$ cat config.mk
export PLATFORM = sky130hd
export DESIGN_NAME = oag_addr_gen
export DESIGN_NICKNAME = d
export VERILOG_FILES = /design/src/logic/oag_pkg.sv /design/src/logic/oag_dp_addr.sv /design/src/logic/oag_ptr_fetch.sv /design/src/logic/oag_addr_gen.sv
export VERILOG_INCLUDE_DIRS = /design/src /design/src/logic
export SDC_FILE = /design/constraint.sdc
export NUM_CORES = 1
export LEC_CHECK = 0
export BUFFER_PORTS_ARGS = -buffer_cell sky130_fd_sc_hd__buf_4
export CAP_MARGIN = 10
export CORE_MARGIN = 2
export CORE_UTILIZATION = 35
export DETAILED_ROUTE_END_ITERATION = 6
export GPL_TIMING_DRIVEN = 0
export HOLD_SLACK_MARGIN = 0.02
export SYNTH_ARGS = -nofsm -noshare
export SYNTH_HDL_FRONTEND = slang
export SYNTH_SLANG_ARGS = --single-unit
$ cat constraint.sdc
create_clock -name CLK_IN -period 2.8 [get_ports CLK_IN]
set_input_delay 0 -clock CLK_IN [delete_from_list [all_inputs] [get_ports CLK_IN]]
set_output_delay 0 -clock CLK_IN [all_outputs]
set_load 0.05 [all_outputs]
$ cat src/logic/oag_defines.svh
`ifndef OAG_DEFINES_SVH
`define OAG_DEFINES_SVH
// Address and data widths
`define OAG_DW 8
`define OAG_AW 16
// Reset values
`define OAG_RST_BYTE 8'h00
`define OAG_RST_ADDR 16'h0000
// Direct page upper byte when the page select flag is clear
`define OAG_PAGE_ZERO 8'h00
// Index step of the auto-increment mode
`define OAG_X_STEP 8'h01
// Pointer high byte sits one location above the low byte
`define OAG_PTR_STEP 8'h01
`endif

$ cat src/logic/oag_pkg.sv
package oag_pkg;
  typedef enum logic [3:0] {
    OAG_M_REG,
    OAG_M_IMM,
    OAG_M_DP,
    OAG_M_ABS,
    OAG_M_ABS_RMW,
    OAG_M_X_INC,
    OAG_M_X,
    OAG_M_DP_X,
    OAG_M_DP_Y,
    OAG_M_ABS_Y,
    OAG_M_IND_DP,
    OAG_M_IND_DP_X,
    OAG_M_IND_DP_Y,
    OAG_M_IND_ABS
  } oag_mode_t;

  typedef enum logic [2:0] {
    OAG_R_ACC,
    OAG_R_X,
    OAG_R_Y,
    OAG_R_CARRY,
    OAG_R_PSW
  } oag_reg_sel_t;

  // One decoded request from the fetch stream
  typedef struct packed {
    oag_mode_t    mode;
    oag_reg_sel_t reg_sel;
    logic [7:0]   op1;
    logic [7:0]   op2;
  } oag_req_t;

  // CPU state the address depends on
  typedef struct packed {
    logic [7:0] acc;
    logic [7:0] x;
    logic [7:0] y;
    logic       carry;
    logic [7:0] processor_status_word;
    logic [7:0] ram_page_register;
    logic       page_sel;
  } oag_cpu_t;

  // Result handed to the execute stage
  typedef struct packed {
    logic [15:0] addr;
    logic [7:0]  value;
    logic        is_value;
    logic        is_target;
  } oag_res_t;
endpackage : oag_pkg

$ cat src/logic/oag_dp_addr.sv
`timescale 1ns/1ns
`include "oag_defines.svh"
// Direct page address former: 8-bit offset wraps inside the page
module oag_dp_addr (
  input  wire logic [7:0]  base_in,
  input  wire logic [7:0]  index_in,
  input  wire logic [7:0]  page_in,
  input  wire logic        page_sel_in,
  output logic      [15:0] addr_out
);
  logic [7:0] low;
  logic [7:0] high;

  // Sum truncated to 8 bits so the access never leaves the page
  assign low  = 8'(base_in + index_in);
  assign high = page_sel_in ? page_in : `OAG_PAGE_ZERO;
  assign addr_out = {high, low};
endmodule : oag_dp_addr

$ cat src/logic/oag_ptr_fetch.sv
`timescale 1ns/1ns
`include "oag_defines.svh"
// Two-byte pointer reader: low byte first, then high byte
module oag_ptr_fetch (
  input  wire logic        CLK_IN,
  input  wire logic        RST_N_IN,
  input  wire logic        start_in,
  input  wire logic [15:0] lo_addr_in,
  input  wire logic [15:0] hi_addr_in,
  input  wire logic        mem_ready_in,
  input  wire logic [7:0]  mem_rdata_in,
  output logic             mem_req_out,
  output logic      [15:0] mem_addr_out,
  output logic             done_out,
  output logic      [15:0] ptr_out
);
  typedef enum logic [1:0] {P_IDLE, P_LO, P_HI} oag_pstate_t;
  oag_pstate_t state;
  logic [15:0] hi_addr;

  always_ff @(posedge CLK_IN or negedge RST_N_IN) begin
    if (!RST_N_IN) begin
      state        <= P_IDLE;
      mem_req_out  <= 1'b0;
      mem_addr_out <= `OAG_RST_ADDR;
      hi_addr      <= `OAG_RST_ADDR;
      ptr_out      <= `OAG_RST_ADDR;
      done_out     <= 1'b0;
    end else begin
      done_out <= 1'b0;
      unique case (state)
        P_IDLE: begin
          if (start_in) begin
            mem_req_out  <= 1'b1;
            mem_addr_out <= lo_addr_in;
            hi_addr      <= hi_addr_in;
            state        <= P_LO;
          end
        end
        P_LO: begin
          if (mem_ready_in) begin
            ptr_out[7:0] <= mem_rdata_in;
            mem_addr_out <= hi_addr;
            state        <= P_HI;
          end
        end
        P_HI: begin
          if (mem_ready_in) begin
            ptr_out[15:8] <= mem_rdata_in;
            mem_req_out   <= 1'b0;
            done_out      <= 1'b1;
            state         <= P_IDLE;
          end
        end
      endcase
    end
  end
endmodule : oag_ptr_fetch

$ cat src/logic/oag_addr_gen.sv
`timescale 1ns/1ns
`include "oag_defines.svh"
// Operation
// - Register mode takes A, X, Y, carry or status word, no memory access.
// - Immediate mode uses the second byte as the operand value.
// - With page select set, address is page register over operand byte.
// - Direct page mode uses the operand byte as offset in the page.
// - Absolute mode: second byte is low address, third byte high.
// - Three-byte absolute instruction reaches the whole memory space.
// - Absolute read-modify-write ops ignore page select and page register.
// - Auto-increment mode addresses page location X, then hands X plus one back for X.
// - Indexed mode without offset addresses X within the direct page.
// - Operand plus X addresses a location within the direct page.
// - Operand plus Y addresses a location within the direct page.
// - Absolute address plus Y reaches the whole memory space.
// - Direct page indirect reads a byte pair as jump or call target.
// - Operand plus X locates a 16-bit pointer, low byte first.
// - Pointer at operand location, then Y added, forms the data address.
// - Absolute indirect fetches new program counter from the absolute pair.
module oag_addr_gen (
  input  wire logic                  CLK_IN,
  input  wire logic                  RST_N_IN,
  input  wire logic                  REQ_VALID_IN,
  input  wire oag_pkg::oag_req_t     REQ_IN,
  input  wire oag_pkg::oag_cpu_t     CPU_IN,
  input  wire logic                  MEM_READY_IN,
  input  wire logic [7:0]            MEM_RDATA_IN,
  output logic                       BUSY_OUT,
  output logic                       MEM_REQ_OUT,
  output logic      [15:0]           MEM_ADDR_OUT,
  output logic                       RES_VALID_OUT,
  output oag_pkg::oag_res_t          RES_OUT,
  output logic                       X_WE_OUT,
  output logic      [7:0]            X_NEXT_OUT
);
  // ----------------------------------------------------------------
  // Combinational address forming
  // ----------------------------------------------------------------
  oag_pkg::oag_req_t req;
  oag_pkg::oag_cpu_t cpu;
  logic [15:0]       dp_base;
  logic [15:0]       dp_x;
  logic [15:0]       dp_y;
  logic [15:0]       dp_ptr_lo;
  logic [15:0]       dp_ptr_hi;
  logic [15:0]       abs_addr;
  logic [15:0]       abs_hi;
  logic [7:0]        ptr_lo_off;
  logic [7:0]        ptr_hi_off;
  logic [7:0]        reg_value;

  assign req = REQ_IN;
  assign cpu = CPU_IN;
  assign abs_addr = {req.op2, req.op1};
  // Carry from the low byte reaches the upper byte of the absolute pointer
  assign abs_hi   = 16'(abs_addr + 16'h0001);

  // ----------------------------------------------------------------
  // Direct page adders
  // ----------------------------------------------------------------
  oag_dp_addr u_dp_base (
    .base_in     (req.op1),
    .index_in    (8'h00),
    .page_in     (cpu.ram_page_register),
    .page_sel_in (cpu.page_sel),
    .addr_out    (dp_base)
  );

  // The X-only forms share this adder with a zero operand
  oag_dp_addr u_dp_x (
    .base_in     ((req.mode == oag_pkg::OAG_M_DP_X ||
                   req.mode == oag_pkg::OAG_M_IND_DP_X) ? req.op1 : 8'h00),
    .index_in    (cpu.x),
    .page_in     (cpu.ram_page_register),
    .page_sel_in (cpu.page_sel),
    .addr_out    (dp_x)
  );

  oag_dp_addr u_dp_y (
    .base_in     (req.op1),
    .index_in    (cpu.y),
    .page_in     (cpu.ram_page_register),
    .page_sel_in (cpu.page_sel),
    .addr_out    (dp_y)
  );

  // Pointer offset: operand, or operand plus X for the X form
  assign ptr_lo_off = (req.mode == oag_pkg::OAG_M_IND_DP_X) ?
                      8'(req.op1 + cpu.x) : req.op1;
  assign ptr_hi_off = 8'(ptr_lo_off + `OAG_PTR_STEP);

  oag_dp_addr u_ptr_lo (
    .base_in     (ptr_lo_off),
    .index_in    (8'h00),
    .page_in     (cpu.ram_page_register),
    .page_sel_in (cpu.page_sel),
    .addr_out    (dp_ptr_lo)
  );

  oag_dp_addr u_ptr_hi (
    .base_in     (ptr_hi_off),
    .index_in    (8'h00),
    .page_in     (cpu.ram_page_register),
    .page_sel_in (cpu.page_sel),
    .addr_out    (dp_ptr_hi)
  );

  // ----------------------------------------------------------------
  // Register operand
  // ----------------------------------------------------------------
  // Carry is widened with zeros to fill the byte
  always_comb begin
    unique case (req.reg_sel)
      oag_pkg::OAG_R_ACC:   reg_value = cpu.acc;
      oag_pkg::OAG_R_X:     reg_value = cpu.x;
      oag_pkg::OAG_R_Y:     reg_value = cpu.y;
      oag_pkg::OAG_R_CARRY: reg_value = {7'h00, cpu.carry};
      oag_pkg::OAG_R_PSW:   reg_value = cpu.processor_status_word;
      default:              reg_value = `OAG_RST_BYTE;
    endcase
  end

  // ----------------------------------------------------------------
  // Mode decode
  // ----------------------------------------------------------------
  logic take;
  logic is_ind;
  logic is_jump;
  logic is_x_inc;
  logic adds_y;

  // Requests are taken only while no pointer fetch runs
  assign take = REQ_VALID_IN && !BUSY_OUT;

  // Codes past the last mode decode as plain forms with no memory access
  always_comb begin
    is_ind   = 1'b0;
    is_jump  = 1'b0;
    is_x_inc = 1'b0;
    adds_y   = 1'b0;
    unique case (req.mode)
      oag_pkg::OAG_M_X_INC: is_x_inc = 1'b1;
      oag_pkg::OAG_M_IND_DP: begin
        is_ind  = 1'b1;
        is_jump = 1'b1;
      end
      oag_pkg::OAG_M_IND_DP_X: is_ind = 1'b1;
      oag_pkg::OAG_M_IND_DP_Y: begin
        is_ind = 1'b1;
        adds_y = 1'b1;
      end
      oag_pkg::OAG_M_IND_ABS: begin
        is_ind  = 1'b1;
        is_jump = 1'b1;
      end
      default: is_ind = 1'b0;
    endcase
  end

  // ----------------------------------------------------------------
  // Pointer reader
  // ----------------------------------------------------------------
  logic        ptr_start;
  logic        ptr_done;
  logic [15:0] ptr_val;
  logic [15:0] ptr_lo_addr;
  logic [15:0] ptr_hi_addr;

  assign ptr_start   = take && is_ind;
  // Absolute indirect reads its pair anywhere in the 16-bit space
  assign ptr_lo_addr = (req.mode == oag_pkg::OAG_M_IND_ABS) ? abs_addr : dp_ptr_lo;
  assign ptr_hi_addr = (req.mode == oag_pkg::OAG_M_IND_ABS) ? abs_hi : dp_ptr_hi;

  // Memory pins come straight from the reader's flops; a further stage
  // would lag the ready it watches and pair a byte with the wrong address
  oag_ptr_fetch u_ptr (
    .CLK_IN       (CLK_IN),
    .RST_N_IN     (RST_N_IN),
    .start_in     (ptr_start),
    .lo_addr_in   (ptr_lo_addr),
    .hi_addr_in   (ptr_hi_addr),
    .mem_ready_in (MEM_READY_IN),
    .mem_rdata_in (MEM_RDATA_IN),
    .mem_req_out  (MEM_REQ_OUT),
    .mem_addr_out (MEM_ADDR_OUT),
    .done_out     (ptr_done),
    .ptr_out      (ptr_val)
  );

  // ----------------------------------------------------------------
  // Pending pointer request
  // ----------------------------------------------------------------
  logic       pend_jump;
  logic       pend_add_y;
  logic [7:0] pend_y;

  // Y is held from the take so a later change of Y cannot move the result
  always_ff @(posedge CLK_IN or negedge RST_N_IN) begin
    if (!RST_N_IN) begin
      pend_jump  <= 1'b0;
      pend_add_y <= 1'b0;
      pend_y     <= `OAG_RST_BYTE;
    end else if (ptr_start) begin
      pend_jump  <= is_jump;
      pend_add_y <= adds_y;
      pend_y     <= cpu.y;
    end
  end

  // ----------------------------------------------------------------
  // Result registers
  // ----------------------------------------------------------------
  oag_pkg::oag_res_t next_res;

  always_comb begin
    next_res = '0;
    unique case (req.mode)
      oag_pkg::OAG_M_REG: begin
        next_res.value    = reg_value;
        next_res.is_value = 1'b1;
      end
      oag_pkg::OAG_M_IMM: begin
        next_res.value    = req.op1;
        next_res.is_value = 1'b1;
      end
      oag_pkg::OAG_M_DP:      next_res.addr = dp_base;
      oag_pkg::OAG_M_ABS:     next_res.addr = abs_addr;
      oag_pkg::OAG_M_ABS_RMW: next_res.addr = abs_addr;
      oag_pkg::OAG_M_X_INC:   next_res.addr = dp_x;
      oag_pkg::OAG_M_X:       next_res.addr = dp_x;
      oag_pkg::OAG_M_DP_X:    next_res.addr = dp_x;
      oag_pkg::OAG_M_DP_Y:    next_res.addr = dp_y;
      oag_pkg::OAG_M_ABS_Y:   next_res.addr = 16'(abs_addr + {8'h00, cpu.y});
      default:                next_res.addr = `OAG_RST_ADDR;
    endcase
  end

  // One-cycle strobe; RES_OUT holds until the next result
  always_ff @(posedge CLK_IN or negedge RST_N_IN) begin
    if (!RST_N_IN) begin
      RES_VALID_OUT <= 1'b0;
    end else begin
      RES_VALID_OUT <= (take && !is_ind) || ptr_done;
    end
  end

  // Non-indirect results land one edge after the take
  always_ff @(posedge CLK_IN or negedge RST_N_IN) begin
    if (!RST_N_IN) begin
      RES_OUT <= '0;
    end else if (take && !is_ind) begin
      RES_OUT <= next_res;
    end else if (ptr_done) begin
      RES_OUT.value     <= `OAG_RST_BYTE;
      RES_OUT.is_value  <= 1'b0;
      // Jump forms hand the pointer over as a program counter
      RES_OUT.is_target <= pend_jump;
      RES_OUT.addr      <= pend_add_y ?
                           16'(ptr_val + {8'h00, pend_y}) : ptr_val;
    end
  end

  // ----------------------------------------------------------------
  // Busy flag
  // ----------------------------------------------------------------
  // BUSY falls on the edge that raises the pointer result, so a request
  // held through the fetch is taken one edge after the result at the earliest
  always_ff @(posedge CLK_IN or negedge RST_N_IN) begin
    if (!RST_N_IN) begin
      BUSY_OUT <= 1'b0;
    end else if (ptr_start) begin
      BUSY_OUT <= 1'b1;
    end else if (ptr_done) begin
      BUSY_OUT <= 1'b0;
    end
  end

  // ----------------------------------------------------------------
  // Index write-back
  // ----------------------------------------------------------------
  // Strobe one edge after the take; X itself lives in the core
  always_ff @(posedge CLK_IN or negedge RST_N_IN) begin
    if (!RST_N_IN) begin
      X_WE_OUT <= 1'b0;
    end else begin
      X_WE_OUT <= take && is_x_inc;
    end
  end

  // Follows X every cycle and matters only with the strobe
  always_ff @(posedge CLK_IN or negedge RST_N_IN) begin
    if (!RST_N_IN) begin
      X_NEXT_OUT <= `OAG_RST_BYTE;
    end else begin
      X_NEXT_OUT <= 8'(cpu.x + `OAG_X_STEP);
    end
  end
endmodule : oag_addr_gen

# [Word level (Yosys, flattened, before mapping)]
# Index checks and enable logic that the tools add are counted.
# Widths: inputs -> output; s select.
[classes] add_sub_neg=8 multipliers=0 div=0 magnitude_cmp=0 eq_ne=22 shifts=0 mux=29 bitwise=0 reduce_logical=25
[ops] op="$mux 16" n=5
[ops] op="$pmux 16 s5" n=1
[ops] op="$mux 26" n=2
[ops] op="$pmux 8 s5" n=1
[ops] op="$add 16x8->16" n=2
[ops] op="$pmux 16 s2" n=1
[ops] op="$add 8x8->8" n=3
[ops] op="$eq 4x4->1 const B" n=6
[ops] op="$mux 8" n=3
[ops] op="$pmux 9 s2" n=1
[ops] op="$add 16x1->16 const B" n=1
[ops] op="$add 8x1->8 const B" n=2
[ops] op="$eq 4x3->1 const B" n=4
[ops] op="$mux 1" n=10
[ops] op="$reduce_and 3->1" n=3
[ops] op="$eq 4x2->1 const B" n=2
[ops] op="$reduce_bool 2->1" n=4
[ops] op="$eq 3x2->1 const B" n=2
[ops] op="$mux 2" n=3
[ops] op="$ne 2x2->1 const B" n=3
[ops] op="$pmux 2 s3" n=1
[ops] op="$reduce_and 2->1" n=3
[ops] op="$eq 4x1->1 const B" n=1
[ops] op="$logic_and 1x1->1" n=4
[ops] op="13 further kinds" n=16
[totals] reg_bits=99 latchBits=0 ramBits=0 romBits=0 inputBits=77 elab_cells=102 n_memories=0

# [Depth between registers and ports, before layout]
[logic_depth] ltp_word=6 mapped_depth=13 ltp_nobuf=12

# [Cells and area by module]
# Synthesis repeated with hierarchy kept, for this count alone.
[hier_totals] hier_cells=1085 hier_area_um2=9424.0
[modules_own_cells] module="oag_addr_gen" instances=1 cells_each=695 area_each_um2=5327.6
[modules_own_cells] module="oag_ptr_fetch" instances=1 cells_each=145 area_each_um2=2294.7
[modules_own_cells] module="oag_dp_addr" instances=5 cells_each=49 area_each_um2=360.3

# [Worst setup path before layout]
# No wires, ideal clock.
[synth_timing] kind="input to register" start="input port REQ_IN[22] (netlist name)" end="register RES_OUT[17] (netlist name)" arrival_time_ns=2.219 required_ns=2.662 path_slack_ns=0.442 cell_stages=12 n_path_buf=1 path_cell_list="buf_4 -> nand2b_4 -> a21oi_1 -> and2_1 -> ha_1 -> a21o_1 -> a21oi_1 -> o21bai_1 -> a41oi_1 -> xnor2_1 -> a222oi_1 -> o22ai_1"
[synth_via] elab_chain_len=6
[synth_rtl] element="start, declared" line="oag_addr_gen.sv:24" rtl="input wire oag_pkg::oag_req_t REQ_IN,"
[synth_rtl] element="$eq 4x3->1, or another cell as far along" line="oag_addr_gen.sv:71, oag_addr_gen.sv:217"
[synth_rtl] element="$logic_or 1x1->1 / $reduce_or 4->1 (equally long branches)"
[synth_rtl] element="$mux 8 / $mux 1 (equally long branches)" line="oag_addr_gen.sv:72, oag_addr_gen.sv:141"
[synth_rtl] element="$add 8x8->8 / $logic_not 1->1 (equally long branches)" line="oag_dp_addr.sv:15, oag_addr_gen.sv:251"
[synth_rtl] element="$pmux 16 s5 / $logic_and 1x1->1 (equally long branches)" line="oag_addr_gen.sv:217, oag_addr_gen.sv:251"
[synth_rtl] element="$mux 26 / $reduce_bool 2->1 (equally long branches)"
[synth_rtl] element="end signal, assigned" line="oag_addr_gen.sv:252" rtl="RES_OUT <= next_res;"
[synth_rtl] element="end, declared" line="oag_addr_gen.sv:32" rtl="output oag_pkg::oag_res_t RES_OUT,"
# Parallel ways exist; a longest one is shown, timed or not.
# A chain may end at the register's enable or synchronous reset.

# [Final worst setup path]
[layout_timing] start="register u_ptr.ptr_out[0]" end="register RES_OUT[20] (netlist name)"
[layout_via] elab_chain_len=4
[layout_rtl] element="start, declared" line="oag_ptr_fetch.sv:15" rtl="output logic [15:0] ptr_out"
[layout_rtl] element="start signal, assigned" line="oag_ptr_fetch.sv:27" rtl="ptr_out <= `OAG_RST_ADDR;"
[layout_rtl] element="start signal, assigned" line="oag_ptr_fetch.sv:42" rtl="ptr_out[7:0] <= mem_rdata_in;"
[layout_rtl] element="$add 16x8->16" line="oag_addr_gen.sv:259" rtl="16'(ptr_val + {8'h00, pend_y}) : ptr_val;"
[layout_rtl] element="$mux 16" line="oag_addr_gen.sv:258" rtl="RES_OUT.addr <= pend_add_y ?"
[layout_rtl] element="$mux 26" line="oag_addr_gen.sv:253" rtl="end else if (ptr_done) begin"
[layout_rtl] element="$mux 26" line="oag_addr_gen.sv:251" rtl="end else if (take && !is_ind) begin"
# No other way between the ends. The select of a mux whose other input is x is not followed.

==> flow_summary.json <==
{
  "status": "finished, final reports clean",
  "max-cap-violations": 0,
  "setup_tns_ns": 0,
  "diodes": 0,
  "final_common_cell": "buf_4",
  "num_vias": 6793,
  "fin_cells": 1278,
  "crit_required_ns": 3.03,
  "port_buffers": 124,
  "grt_pass1_vias": 6622,
  "r2r_setup_slack_ns": 0.25,
  "hp-start": "REQ_IN[7]",
  "root_buffer": "clkbuf_16",
  "grt_max_degree": 57,
  "whs_endpoint": "RES_OUT[25]",
  "synth_fp_nets": 957,
  "reg2reg_to": "RES_OUT[20]",
  "max_freq_ghz": 0.392,
  "synthArstFlopShare_pct": 100,
  "peakVddDrop_v": 0.000663,
  "synth_flop_cell": "dfrtp_1",
  "drtPass1Iterations": 6,
  "die_h_microns": 147,
  "hold_depth": 4,
  "die_area_sq_um": 21700,
  "postSynthCellCount": 840,
  "period_share_pct": 91.0,
  "ioPinCount": 131,
  "syn_area_per_cell_sq_um": 8.57,
  "antenna_found_initial": 0,
  "powerDensity_nw_per_um2": 862,
  "fin_crit_ns": 2.55,
  "syn2layout_area_growth_pct": 26.1,
  "insertion_delay_ns": 0.36,
  "wl_per_cell_microns": 17.3,
  "fin_nets": 1120,
  "first_iter_violations": 491,
  "grt_pass1_wl_mm": 35.5,
  "ys_warn_count": 0,
  "layout_common_cells": "buf_4 (129), dfrtp_1 (99), o21ai_0 (89)",
  "synth.distinct_cells": 72,
  "rows": 52,
  "vias_per_cell": 5.32,
  "start_util_pct": 35.6,
  "core_area_sq_um": 20200,
  "worstPathArrival_ns": 2.78,
  "numCtsBuffers": 9,
  "finalClockSkew_ns": 0.00688,
  "fin_util_pct": 44.8,
  "reg2reg_depth": 10,
  "cp_max_fo": 5,
  "synth_edf_count": 0,
  "yosysSeqAreaShare_pct": 34.4,
  "grt_setup_unrepaired": "false",
  "clk_pin_slew_worst_paths_ns": 0.08,
  "drv_slew": 0,
  "relSlewSlack_pct": 28.5,
  "ant_nets": 0,
  "placedCellCount": 1235,
  "hpwl_mm": 17.3,
  "htree_levels": 3,
  "route.detailed.drc": 0,
  "gp_congestion": 0.848,
  "setup.worst_path.start_class": "register",
  "worstMarginPinSlew_ns": 1.06,
  "finalWirelength_mm": 22.1,
  "holdWs_ns": 0.0719,
  "worstHoldPathType": "in2reg",
  "cts_tree": "yes",
  "clock-sinks": 99,
  "end_kind": "register",
  "r2r_start": "u_ptr.ptr_out[0]",
  "cts.path.max_buffers": 2,
  "setup_viol": 0,
  "die_w_microns": 147,
  "hold_viol": 0,
  "power.leakage_uw": 0.00404,
  "grt.overflow.total": 0,
  "drive_above_1_share_pct": 19.8,
  "critPathKind": "reg2reg",
  "synthesis.area_sq_um": 7200,
  "grt_usage_pct": 20.7,
  "ys_ff_latch": 99
}
critical path, cell delays in order, from the launching register on:
cell and delay, ns:
dfrtp_1 0.38, ha_1 0.18, inv_1 0.06, fa_1 0.38, nor2b_1 0.17, o21a_1 0.17
o21ai_1 0.15, a2111oi_0 0.51, xnor2_1 0.22, a21o_1 0.14, o21ai_0 0.07
flip-flops by register name (all words and copies together) (netlist names), 2 cells and up:
| register | count |
|---|---|
| u_ptr.ptr_out | 16 |
| RES_OUT | 26 |
| u_ptr.hi_addr | 16 |
| u_ptr.state | 2 |
| pend_y | 8 |
| X_NEXT_OUT | 8 |
| u_ptr.mem_addr_out | 16 |
per-stage QoR:
| stage | worst slack (ns) | total power, uW | area [sq um] |
|---|---|---|---|
| 3_3_place_gp | -0.217 | 6440 | 8470 |
| 2_1_floorplan | 0.442 | 5260 | 7200 |
| 3_5_place_dp | -0.220 | 6500 | 8490 |
| 6_report | 0.252 | 7820 | 9070 |
| 4_1_cts | 0.175 | 7870 | 9070 |
| 5_1_grt | 0.0394 | 8390 | 9070 |
synth_stat cells, drive strengths merged, types with 6 or more instances:
master | n | share of area [%]
nand4 | 6 | 0.52
buf | 11 | 0.92
o22ai | 6 | 0.52
dfrtp | 99 | 34
nand3 | 37 | 2.6
mux2 | 24 | 3.8
nor2b | 8 | 0.70
o22a | 6 | 0.73
nand2b | 12 | 1.3
a21oi | 89 | 6.2
nor3 | 13 | 0.97
and2 | 7 | 0.61
nor2 | 66 | 3.5
ha | 36 | 6.3
clkbuf | 36 | 1.9
nand2 | 71 | 3.7
inv | 27 | 1.4
o21ai | 93 | 6.5
a22oi | 12 | 1.3
mux2i | 18 | 2.5
nand3b | 10 | 1.0
a21o | 10 | 1.0
and3 | 18 | 1.7
xor2 | 12 | 1.5
xnor2 | 35 | 4.3
per-layer routing:
metal  global-route usage [%]  vias to the layer above  wire (microns)
li1                         -                     3384               -
met1                     27.9                     3265           10300
met2                     35.6                      123           10800
met3                     2.28                       21             756
met4                     5.38                        0             324
met5                        0                        -               0
cell type report:
| cell class | instances | area, sq um |
|---|---|---|
| timing repair buffer | 152 | 1230 |
| fill | 2056 | 11200 |
| tap | 270 | 338 |
| clock inverter | 7 | 80.1 |
| clock buffer | 9 | 225 |
| inverter | 27 | 101 |
| multi-input combinational | 667 | 4420 |
| buffer | 47 | 201 |
| sequential | 99 | 2480 |
worst max path at each step:
stage,slack (ns),cells after the start,endpoint,from
after global placement,-0.22,13,RES_OUT[17],REQ_IN[22]
after detailed placement,-0.22,13,RES_OUT[17],REQ_IN[22]
after floorplan,0.44,12,RES_OUT[17],REQ_IN[22]
after CTS,0.17,13,RES_OUT[17],REQ_IN[22]
after global routing,0.04,10,RES_OUT[20],pend_y[0]
final,0.25,10,RES_OUT[20],u_ptr.ptr_out[0]
cell families (layout without fill, tap and decap cells):
family / after synthesis / count (layout) / share of synthesized area (%)
compound gates: 276 / 276 / 23.4
simple gates: 262 / 262 / 18.6
flops: 99 / 99 / 34.4
buf+inv: 74 / 242 / 4.21
xor+xnor: 47 / 47 / 5.72
mux: 42 / 42 / 6.31
fa+ha+maj: 40 / 40 / 7.37
timing repair:
action,4_1_cts,5_1_grt
gates resized for setup,0,1
hold endpoints to repair,77,0
buffers inserted,0,0
endpoints found under the setup margin,0,1
hold buffers,27,0
power breakdown:
part           internal (uW)  total [uW]  switching (uW)
Sequential              1980        2360             385
Combinational           1530        4140            2610
Clock                    708        1320             609
Total                   4220        7820            3600
(Power assumes the default switching activity.)
